==> config.mk <==
export PLATFORM = sky130hd
export DESIGN_NAME = fpp_top
export DESIGN_NICKNAME = d
export VERILOG_FILES = /design/src/core/fpp_pkg.sv /design/src/core/fpp_sync.sv /design/src/core/fpp_err_latch.sv /design/src/core/fpp_top.sv
export SDC_FILE = /design/constraint.sdc
export NUM_CORES = 1
export LEC_CHECK = 0
export ABC_AREA = 0
export BUFFER_PORTS_ARGS = -buffer_cell sky130_fd_sc_hd__buf_4
export CAP_MARGIN = 30
export CORE_MARGIN = 2
export CORE_UTILIZATION = 47
export CTS_BUF_LIST = sky130_fd_sc_hd__clkbuf_8
export DETAILED_ROUTE_END_ITERATION = 7
export GPL_ROUTABILITY_DRIVEN = 0
export HOLD_SLACK_MARGIN = 0.05
export PLACE_DENSITY_LB_ADDON = 0.3
export SLEW_MARGIN = 20
export SYNTH_ARGS = -nofsm -noshare
export SYNTH_HDL_FRONTEND = slang
export SYNTH_HIERARCHICAL = 1
export SYNTH_SLANG_ARGS = --single-unit
==> constraint.sdc <==
create_clock -name clk -period 2.3 [get_ports clk]
set_input_delay 0 -clock clk [delete_from_list [all_inputs] [get_ports clk]]
set_output_delay 0 -clock clk [all_outputs]
set_load 0.01 [all_outputs]
==> src/core/fpp_pkg.sv <==
// constants shared by the flash program/erase protection block
package fpp_pkg;
	// ----------------------------------------------------------------
	// register byte offsets
	// ----------------------------------------------------------------
	localparam logic [7:0] OFS_CTRL_STATUS = 8'h00;
	localparam logic [7:0] OFS_KEY_CODE = 8'h04;
	localparam logic [7:0] OFS_ARRAY_SEL = 8'h08;
	localparam logic [7:0] OFS_OP_CMD = 8'h0c;
	localparam logic [7:0] OFS_OP_STATUS = 8'h10;
	// ----------------------------------------------------------------
	// control/status fields
	// ----------------------------------------------------------------
	localparam int CS_WE_BIT = 0;
	localparam int CS_TRIG_BIT = 1;
	localparam int CS_RAMVEC_BIT = 2;
	localparam int CS_ERR_BIT = 4;
	// ----------------------------------------------------------------
	// operation command and status fields
	// ----------------------------------------------------------------
	localparam int CMD_PROG_BIT = 0;
	localparam int CMD_ERASE_BIT = 1;
	localparam int ST_BUSY_BIT = 0;
	localparam int ST_FAIL_BIT = 1;
	localparam int ST_DONE_BIT = 2;
	localparam int ST_DL_BIT = 3;
	// ----------------------------------------------------------------
	// key and selection codes, reset values
	// ----------------------------------------------------------------
	localparam logic [7:0] KEY_DOWNLOAD = 8'ha5;
	localparam logic [7:0] KEY_PROG_ERASE = 8'h5a;
	localparam logic [7:0] SEL_BOOT_CODE = 8'haa;
	localparam logic [7:0] SEL_USER_CODE = 8'h00;
	localparam logic [7:0] KEY_RESET = 8'h00;
	// ----------------------------------------------------------------
	// sizes and timing
	// ----------------------------------------------------------------
	localparam int BOOT_ARRAY_KBYTES = 16;
	localparam int BOOT_ARRAY_BYTES = BOOT_ARRAY_KBYTES * 1024;
	localparam int DL_CYCLES = 8;
	localparam int OP_CYCLES = 16;
	// ----------------------------------------------------------------
	// sequencer states
	// ----------------------------------------------------------------
	typedef enum logic [1:0] {
		SEQ_IDLE,
		SEQ_DOWNLOAD,
		SEQ_RUN
	} fpp_seq_type;
endpackage

==> src/core/fpp_sync.sv <==
// two-flop synchroniser for pins entering the clock domain
`timescale 1ns/1ns
`default_nettype none
module fpp_sync #(
	parameter int W = 1
) (
	input wire logic clk,
	input wire logic sys_rst,
	input wire logic [W-1:0] d,
	output logic [W-1:0] q
);
	logic [W-1:0] meta_r;
	always_ff @(posedge clk or posedge sys_rst) begin
		if (sys_rst) begin
			meta_r <= '0;
			q <= '0;
		end else begin
			meta_r <= d;
			q <= meta_r;
		end
	end
endmodule
`default_nettype wire

==> src/core/fpp_err_latch.sv <==
// error-protection latch: illegal events during program/erase
`timescale 1ns/1ns
`default_nettype none
module fpp_err_latch (
	input wire logic clk,
	input wire logic sys_rst,
	input wire logic standby,
	input wire logic busy,
	input wire logic irq_taken,
	input wire logic flash_rd,
	input wire logic sleep_exec,
	input wire logic other_master,
	output logic err_set,
	output logic err_r
);
	import fpp_pkg::*;
	always_comb begin
		err_set = busy & (irq_taken | flash_rd | sleep_exec | other_master);
	end
	// no register write reaches this latch
	always_ff @(posedge clk or posedge sys_rst) begin
		if (sys_rst) begin
			err_r <= 1'b0;
		end else if (standby) begin
			err_r <= 1'b0;
		end else if (err_set) begin
			err_r <= 1'b1;
		end
	end
endmodule
`default_nettype wire

==> src/core/fpp_top.sv <==
// flash program/erase protection and array switching with an apb slave
// ----------------------------------------------------------------
// Notes on behaviour
// low write-enable pin clears flag, protects
// hardware protection: operation runs, no write, fails
// reset or standby initialises registers, protects; standby leaves the array select register unchanged
// clearing download trigger protects program/erase
// download needs A5 key, operation 5A
// software starts download from on-chip RAM
// software writes 5A key after download, init
// malfunction sets error flag, aborts operation
// interrupt during operation sets error flag
// flash read during operation sets error
// sleep during operation sets error flag
// other bus master during operation sets error
// error state held until reset or standby
// system holds reset 100 us after error
// array switching only from on-chip RAM
// four no-ops after array select write
// no interrupts while switching arrays
// array switch moves vectors; RAM vector bit
// boot array 16 KB; beyond reads undefined
// boot array selected in normal mode blocks
// programmer mode polls status, 12 MHz clock
// array select reads AA for boot array
// no flash access until key cleared
// error flag readable in control/status register
// ----------------------------------------------------------------
`timescale 1ns/1ns
`default_nettype none
module fpp_top #(
	parameter int AW = 20,
	parameter int DL_CNT = fpp_pkg::DL_CYCLES,
	parameter int OP_CNT = fpp_pkg::OP_CYCLES
) (
	input wire logic clk,
	input wire logic sys_rst,
	input wire logic psel,
	input wire logic penable,
	input wire logic pwrite,
	input wire logic [7:0] paddr,
	input wire logic [31:0] pwdata,
	output logic [31:0] prdata,
	output logic pready,
	output logic pslverr,
	input wire logic write_enable_pin,
	input wire logic boot_mode_pin,
	input wire logic programmer_mode_pin,
	input wire logic standby,
	input wire logic irq_taken,
	input wire logic sleep_exec,
	input wire logic other_master,
	input wire logic flash_rd,
	input wire logic [AW-1:0] flash_addr,
	output logic download_en,
	output logic array_write_en,
	output logic pe_busy,
	output logic boot_array_sel,
	output logic vector_in_ram,
	output logic rd_undef
);
	import fpp_pkg::*;

	// ----------------------------------------------------------------
	// pin synchronisers
	// ----------------------------------------------------------------
	logic [2:0] pins_s;
	fpp_sync #(.W(3)) u_sync (
		.clk(clk),
		.sys_rst(sys_rst),
		.d({programmer_mode_pin, boot_mode_pin, write_enable_pin}),
		.q(pins_s)
	);
	logic we_s;
	logic boot_s;
	logic prog_mode_s;
	assign we_s = pins_s[0];
	assign boot_s = pins_s[1];
	assign prog_mode_s = pins_s[2];

	// ----------------------------------------------------------------
	// state
	// ----------------------------------------------------------------
	logic we_flag_r;
	logic trig_r;
	logic ramvec_r;
	logic [7:0] key_r;
	logic boot_sel_r;
	logic [1:0] strap_cnt_r;
	logic fail_r;
	logic done_r;
	fpp_seq_type seq_r;
	logic [15:0] cnt_r;
	logic err_set;
	logic err_r;

	// ----------------------------------------------------------------
	// apb decode: one wait state, write at the completing edge
	// ----------------------------------------------------------------
	logic acc;
	logic wr;
	logic mapped;
	function automatic logic is_mapped(input logic [7:0] a);
		is_mapped = (a == OFS_CTRL_STATUS) || (a == OFS_KEY_CODE) ||
			(a == OFS_ARRAY_SEL) || (a == OFS_OP_CMD) || (a == OFS_OP_STATUS);
	endfunction
	assign acc = psel & penable & pready;
	assign mapped = is_mapped(paddr);
	assign wr = acc & pwrite & mapped;

	logic wr_cs;
	logic wr_key;
	logic wr_sel;
	logic wr_cmd;
	assign wr_cs = wr & (paddr == OFS_CTRL_STATUS);
	assign wr_key = wr & (paddr == OFS_KEY_CODE);
	assign wr_sel = wr & (paddr == OFS_ARRAY_SEL);
	assign wr_cmd = wr & (paddr == OFS_OP_CMD);

	// ----------------------------------------------------------------
	// protection decisions
	// ----------------------------------------------------------------
	logic normal_mode;
	logic boot_block;
	logic dl_start;
	logic op_req;
	logic op_ok;
	assign normal_mode = ~boot_s & ~prog_mode_s;
	assign boot_block = boot_sel_r & normal_mode;
	assign dl_start = wr_cs & pwdata[CS_TRIG_BIT] & ~trig_r & (key_r == KEY_DOWNLOAD) &
		(seq_r == SEQ_IDLE);
	assign op_req = wr_cmd & (pwdata[CMD_PROG_BIT] | pwdata[CMD_ERASE_BIT]);
	assign op_ok = trig_r & (key_r == KEY_PROG_ERASE) & ~err_r & ~boot_block &
		(seq_r == SEQ_IDLE);

	// ----------------------------------------------------------------
	// write-enable flag follows the pin
	// ----------------------------------------------------------------
	always_ff @(posedge clk or posedge sys_rst) begin
		if (sys_rst) begin
			we_flag_r <= 1'b0;
		end else if (standby) begin
			we_flag_r <= 1'b0;
		end else begin
			we_flag_r <= we_s;
		end
	end

	// ----------------------------------------------------------------
	// control bits: download trigger and ram vector enable
	// ----------------------------------------------------------------
	always_ff @(posedge clk or posedge sys_rst) begin
		if (sys_rst) begin
			trig_r <= 1'b0;
			ramvec_r <= 1'b0;
		end else if (standby) begin
			trig_r <= 1'b0;
			ramvec_r <= 1'b0;
		end else if (wr_cs) begin
			ramvec_r <= pwdata[CS_RAMVEC_BIT];
			if (!pwdata[CS_TRIG_BIT]) begin
				trig_r <= 1'b0;
			end else if (dl_start) begin
				trig_r <= 1'b1;
			end
		end
	end

	// ----------------------------------------------------------------
	// key code register
	// ----------------------------------------------------------------
	always_ff @(posedge clk or posedge sys_rst) begin
		if (sys_rst) begin
			key_r <= KEY_RESET;
		end else if (standby) begin
			key_r <= KEY_RESET;
		end else if (wr_key) begin
			key_r <= pwdata[7:0];
		end
	end

	// ----------------------------------------------------------------
	// array select: boot strap caught after reset release
	// ----------------------------------------------------------------
	always_ff @(posedge clk or posedge sys_rst) begin
		if (sys_rst) begin
			boot_sel_r <= 1'b0;
			strap_cnt_r <= 2'h0;
		end else if (strap_cnt_r != 2'h3) begin
			// synchroniser leaves reset at zero: keep loading until the pin arrives
			boot_sel_r <= boot_s;
			strap_cnt_r <= strap_cnt_r + 2'h1;
		end else if (wr_sel) begin
			boot_sel_r <= (pwdata[7:0] == SEL_BOOT_CODE);
		end
	end

	// ----------------------------------------------------------------
	// sequencer: download, then program/erase run
	// ----------------------------------------------------------------
	always_ff @(posedge clk or posedge sys_rst) begin
		if (sys_rst) begin
			seq_r <= SEQ_IDLE;
			cnt_r <= '0;
		end else if (standby) begin
			seq_r <= SEQ_IDLE;
			cnt_r <= '0;
		end else begin
			case (seq_r)
				SEQ_IDLE: begin
					if (dl_start) begin
						seq_r <= SEQ_DOWNLOAD;
						cnt_r <= 16'(DL_CNT - 1);
					end else if (op_req && op_ok) begin
						seq_r <= SEQ_RUN;
						cnt_r <= 16'(OP_CNT - 1);
					end
				end
				SEQ_DOWNLOAD: begin
					if (!trig_r) begin
						seq_r <= SEQ_IDLE;
					end else if (cnt_r == '0) begin
						seq_r <= SEQ_IDLE;
					end else begin
						cnt_r <= cnt_r - 16'h0001;
					end
				end
				SEQ_RUN: begin
					if (err_set || err_r) begin
						seq_r <= SEQ_IDLE;
					end else if (cnt_r == '0) begin
						seq_r <= SEQ_IDLE;
					end else begin
						cnt_r <= cnt_r - 16'h0001;
					end
				end
				default: begin
					seq_r <= SEQ_IDLE;
				end
			endcase
		end
	end

	logic run_end;
	assign run_end = (seq_r == SEQ_RUN) & (err_set | err_r | (cnt_r == '0));

	// ----------------------------------------------------------------
	// pass/fail result and done flag
	// ----------------------------------------------------------------
	always_ff @(posedge clk or posedge sys_rst) begin
		if (sys_rst) begin
			fail_r <= 1'b0;
		end else if (standby) begin
			fail_r <= 1'b0;
		end else if (op_req && !op_ok) begin
			fail_r <= 1'b1;
		end else if (run_end) begin
			fail_r <= err_set | err_r | ~we_flag_r;
		end else if (op_req) begin
			fail_r <= 1'b0;
		end
	end

	// completion wins over a clearing command write in the same cycle
	always_ff @(posedge clk or posedge sys_rst) begin
		if (sys_rst) begin
			done_r <= 1'b0;
		end else if (standby) begin
			done_r <= 1'b0;
		end else if (run_end) begin
			done_r <= 1'b1;
		end else if (wr_cmd) begin
			done_r <= 1'b0;
		end
	end

	// ----------------------------------------------------------------
	// error-protection latch
	// ----------------------------------------------------------------
	fpp_err_latch u_err (
		.clk(clk),
		.sys_rst(sys_rst),
		.standby(standby),
		.busy(seq_r == SEQ_RUN),
		.irq_taken(irq_taken),
		.flash_rd(flash_rd),
		.sleep_exec(sleep_exec),
		.other_master(other_master),
		.err_set(err_set),
		.err_r(err_r)
	);

	// ----------------------------------------------------------------
	// apb read data and handshake
	// ----------------------------------------------------------------
	logic [31:0] rd_mux;
	always_comb begin
		rd_mux = 32'h0000_0000;
		case (paddr)
			OFS_CTRL_STATUS: begin
				rd_mux[CS_WE_BIT] = we_flag_r;
				rd_mux[CS_TRIG_BIT] = trig_r;
				rd_mux[CS_RAMVEC_BIT] = ramvec_r;
				rd_mux[CS_ERR_BIT] = err_r;
			end
			OFS_KEY_CODE: begin
				rd_mux[7:0] = key_r;
			end
			OFS_ARRAY_SEL: begin
				rd_mux[7:0] = boot_sel_r ? SEL_BOOT_CODE : SEL_USER_CODE;
			end
			OFS_OP_STATUS: begin
				rd_mux[ST_BUSY_BIT] = (seq_r == SEQ_RUN);
				rd_mux[ST_FAIL_BIT] = fail_r;
				rd_mux[ST_DONE_BIT] = done_r;
				rd_mux[ST_DL_BIT] = (seq_r == SEQ_DOWNLOAD);
			end
			default: begin
				rd_mux = 32'h0000_0000;
			end
		endcase
	end

	always_ff @(posedge clk or posedge sys_rst) begin
		if (sys_rst) begin
			pready <= 1'b0;
			prdata <= 32'h0000_0000;
			pslverr <= 1'b0;
		end else if (psel && penable && !pready) begin
			pready <= 1'b1;
			prdata <= pwrite ? 32'h0000_0000 : rd_mux;
			pslverr <= ~mapped;
		end else begin
			pready <= 1'b0;
			prdata <= 32'h0000_0000;
			pslverr <= 1'b0;
		end
	end

	// ----------------------------------------------------------------
	// flash-side outputs
	// ----------------------------------------------------------------
	always_ff @(posedge clk or posedge sys_rst) begin
		if (sys_rst) begin
			download_en <= 1'b0;
			array_write_en <= 1'b0;
			pe_busy <= 1'b0;
			boot_array_sel <= 1'b0;
			vector_in_ram <= 1'b0;
			rd_undef <= 1'b0;
		end else begin
			download_en <= (seq_r == SEQ_DOWNLOAD) & trig_r;
			array_write_en <= (seq_r == SEQ_RUN) & we_flag_r & ~err_r & ~err_set;
			pe_busy <= (seq_r == SEQ_RUN);
			boot_array_sel <= boot_sel_r;
			vector_in_ram <= ramvec_r;
			rd_undef <= boot_sel_r & flash_rd &
				(32'(flash_addr) >= 32'(BOOT_ARRAY_BYTES));
		end
	end
endmodule
`default_nettype wire

==> qor_table.md <==
| Result | Value | Unit |
|:---|:---|:---|
| Length of the first detailed-routing pass in iterations | 5 | - |
| Die outline height | 88.2 | um |
| Register Area | 1430 | um2 |
| Antenna-violating nets left | 0 | - |
| Power share of the combinational group | 8.7 | % |
| Chip Width | 88.2 | um |
| Post-synth cell types | 65 | - |
| Cell Area, Synth | 3330 | um2 |
| Proportion of synthesized chip area in sequential cells | 42.8 | % |
| CTS Root Cell | clkbuf_8 | - |
| Clock latency reported for the late side of the worst-skew pair | 360 | ps |
| Status | finished, violations left | - |
| Portion of total power attributed to sequential cells | 49.7 | % |
| Sink count of the clock tree | 57 | - |
| Worst path cell trace | or4_4 > or2_4 > or3_1 > or4_1 > o32ai_2 | - |
| Wire per inst | 16.9 | um |
| Layout Cells excl Fill | 545 | - |
| CTS tree | yes | - |
| Final Instance Area | 4310 | um2 |
| Commonest cells in the netlist | dfrtp_1, nand2_1, buf_4, a21oi_1, inv_1 | - |
| Switching Share | 27.2 | % |
| Reported leakage power | 1.96 | nW |
| Post-Synthesis Cells | 348 | - |
| Crit Reg-Reg Endpoint | cnt_r[13]$_DFFE_PP0P_ | - |
| Worst setup path class | flop to flop | - |
| P&R area growth vs syn | 29.3 | % |
| Wire length reported by the detailed router | 9190 | um |
| Largest net degree at the start of global routing | 45 | - |
| Slowest library cell on the worst path | or4_4 | - |
| Post-synth top area cell | dfrtp_1 | - |
| Final setup violation count | 1 | - |
| Hold EP | prdata[5]$_DFF_PP0_ | - |
| Number of pins with negative max-slew slack in the final report | 0 | - |
| Clk slew on worst S/H paths | 80 | ps |
| Area of combinational cells with multiple inputs | 1710 | um2 |
| Data required time of the worst path | 2560 | ps |
| Clk pwr share | 41.6 | % |
| Number of H-tree levels | 3 | - |
| HPWL after detailed placement | 6070 | um |
| Buffers added on ports | 50 | - |
| Number of antenna violations at the first check in global routing | 0 | - |
| Internal power of the cells | 1.49 | mW |
| Wire length of the first global-routing pass | 14,200 | um |
| Kind of start point of the critical path | flop | - |
| Number of enable flip-flop cells after synthesis | 0 | - |
| Area of the die | 7780 | um2 |
| Hold Path Cell Cnt | 4 | - |
| Startpoint of the worst-slack reg-to-reg timing path | cnt_r[0]$_DFFE_PP0P_ | - |
| Fraction of synthesized cell area taken by the top area cell type | 42.8 | % |
| Placed cells | 505 | - |
| Period utilization | 100 | % |
| Most repeated cell in the gate-level netlist after synthesis | dfrtp_1 | - |
| Achievable frequency | 433 | MHz |
| Starting utilization of the core area | 48.8 | % |
| Crit path DAT | 2560 | ps |
| Worst min-delay path class | input pin to flop | - |
| Via count of the first global-routing pass | 2,819 | - |
| Flop and latch count out of synthesis | 57 | - |
| Worst-case register-to-register setup slack | -7 | ps |
| Max_cap viols | 0 | - |
| Max-slew headroom | 60.7 | % |
| Number of nets in the layout | 523 | - |
| Core area | 6830 | um2 |
| Main synth FF type | dfrtp_1 | - |
| Total net switching power | 557 | uW |
| Highest net fanout along the worst path | 7 | - |
| Global-route usage over all layers | 23.8 | % |
| Number of placed I/O pins | 113 | - |
| Total Power Consumption | 2.05 | mW |
| Bufs on Longest Clock Path | 2 | - |
| Unrepaired setup endpoints after global routing | yes | - |
| Total power divided by cell area | 475 | nW/um2 |
| Area of placed instances | 3800 | um2 |
| Cell row count | 30 | - |
| Fillcell total | 556 | - |
| Share of synthesized registers carrying an async set or reset | 100 | % |
| Path depth of the worst reg2reg path | 5 | - |
| Synth warnings | 6 | - |
| Total DRC errors in the routed layout | 0 | - |
| Peak supply drop | 0.314 | mV |
| Final clock skew | 15.3 | ps |
| Final design utilization | 63.1 | % |
| Clock period minus final worst setup slack | 2310 | ps |
| Layout cells sized above 1 | 27.6 | % |
| Number of antenna cells inserted | 0 | - |
| CTS Buf Count | 9 | - |
| Largest cells by area after synthesis | dfrtp_1, buf_4, nand2_1 | - |
| Remaining Overflow, GRT | 0 | - |
| Violations in the final reports | setup timing | - |
| Slack of the critical path | -7.43 | ps |
| DR vias | 3,187 | - |
| First DRT Iteration DRCs | 334 | - |
| Drt via density | 5.85 | - |
| Hold path start | paddr[2] | - |
| Type of element capturing the critical path | flop | - |
| Mean Syn Cell Area | 9.58 | um2 |
| Worst Max-Slew Pin Slew | 589 | ps |
| Crit-path max cell delay | 540 | ps |
| Final Hold Vio Count | 0 | - |
-- sequential cells by signal (all words and copies together), names as in the netlist, 2 cells and up --
register       flops
cnt_r             16
key_r              8
prdata             8
seq_r              2
strap_cnt_r        2
u_sync/meta_r      3
u_sync/q           3
-- cell usage in the layout, fill, tap and decap left out, types with 4 or more instances in the layout --
master,netlist,routed
nand2_1,36,36
clkbuf_8,7,9
and4_1,4,4
and3_1,5,4
a22oi_1,4,4
nand3_1,17,17
or4_1,7,6
o32ai_1,7,6
a21oi_1,19,19
a31oi_1,5,5
inv_1,18,17
nor2_1,14,14
o211ai_1,5,5
a221oi_1,9,6
or3_1,6,5
ha_1,6,5
dlygate4sd3_1,0,22
conb_1,1,24
buf_4,24,78
nor4_1,5,5
o21ai_0,8,6
nor3_1,9,8
nor2b_1,7,7
dfrtp_1,57,57
a211oi_1,7,6
-- power groups by stage --
stage	Combinational (mW)	Clock, mW	Sequential (mW)
after floorplan	0.0980	0	1.04
after global placement	0.144	0	1.04
after detailed placement	0.146	0	1.04
after CTS	0.175	0.862	1.02
after global routing	0.195	0.917	1.02
final	0.179	0.851	1.02
-- layer usage --
metal	share of wire [%]	vias up	track usage, %
li1	-	1456	-
met1	45	1550	33.5
met2	46	164	36.6
met3	7.2	17	5.04
met4	1.8	0	8.40
met5	0	-	0
-- worst max-delay path: cells and delay by family (launching register included) --
| kind | cells | cell delay, ps |
|---|---|---|
| flops | 1 | 400 |
| simple gates | 4 | 1600 |
| compound gates | 1 | 220 |
-- repair_timing --
action / in CTS / in global routing
gates resized for setup: 4 / 20
hold buffers: 22 / 0
hold endpoints to repair: 82 / 0
pin swaps: 0 / 7
setup buffers: 0 / 2
endpoints found under the setup margin: 4 / 20
-- cell type report --
| class | instances | share of cell area [%] |
|---|---|---|
| Multi-Input combinational cell | 258 | 39.8 |
| Clock buffer | 9 | 2.87 |
| Tap cell | 96 | 2.79 |
| Clock inverter | 7 | 1.25 |
| Inverter | 18 | 1.57 |
| Sequential cell | 57 | 33.1 |
| Timing Repair Buffer | 100 | 18.7 |
-- cells by family after synthesis --
logic type	Yosys count	share of synthesized area (%)
fa+ha+maj	6	2.25
mux	1	0.338
buf+inv	56	11.4
other cells	1	0.112
simple gates	136	23.4
xor+xnor	1	0.263
compound gates	90	19.5
flops	57	42.8
-- metrics by stage --
| stage | setup WS (ps) | setup TNS, ps | hold WS [ps] |
|---|---|---|---|
| after floorplan | 59.5 | 0 | -271 |
| after global placement | 24.7 | 0 | -124 |
| after detailed placement | -101 | -137 | -125 |
| after CTS | -4.92 | -8.07 | 54.8 |
| after global routing | -67.6 | -292 | 84.7 |
| final | -7.43 | -7.43 | 71.1 |
-- worst max path at each step --
stage / endpoint / cells past startpoint / start
CTS: cnt_r[5]$_DFFE_PP0P_ / 8 / cnt_r[0]$_DFFE_PP0P_
detailed placement: cnt_r[13]$_DFFE_PP0P_ / 5 / cnt_r[0]$_DFFE_PP0P_
floorplan: cnt_r[3]$_DFFE_PP0P_ / 7 / cnt_r[0]$_DFFE_PP0P_
global route: cnt_r[13]$_DFFE_PP0P_ / 5 / cnt_r[0]$_DFFE_PP0P_
finish: cnt_r[13]$_DFFE_PP0P_ / 5 / cnt_r[0]$_DFFE_PP0P_
global placement: cnt_r[13]$_DFFE_PP0P_ / 5 / cnt_r[0]$_DFFE_PP0P_
(Power assumes the default switching activity.)
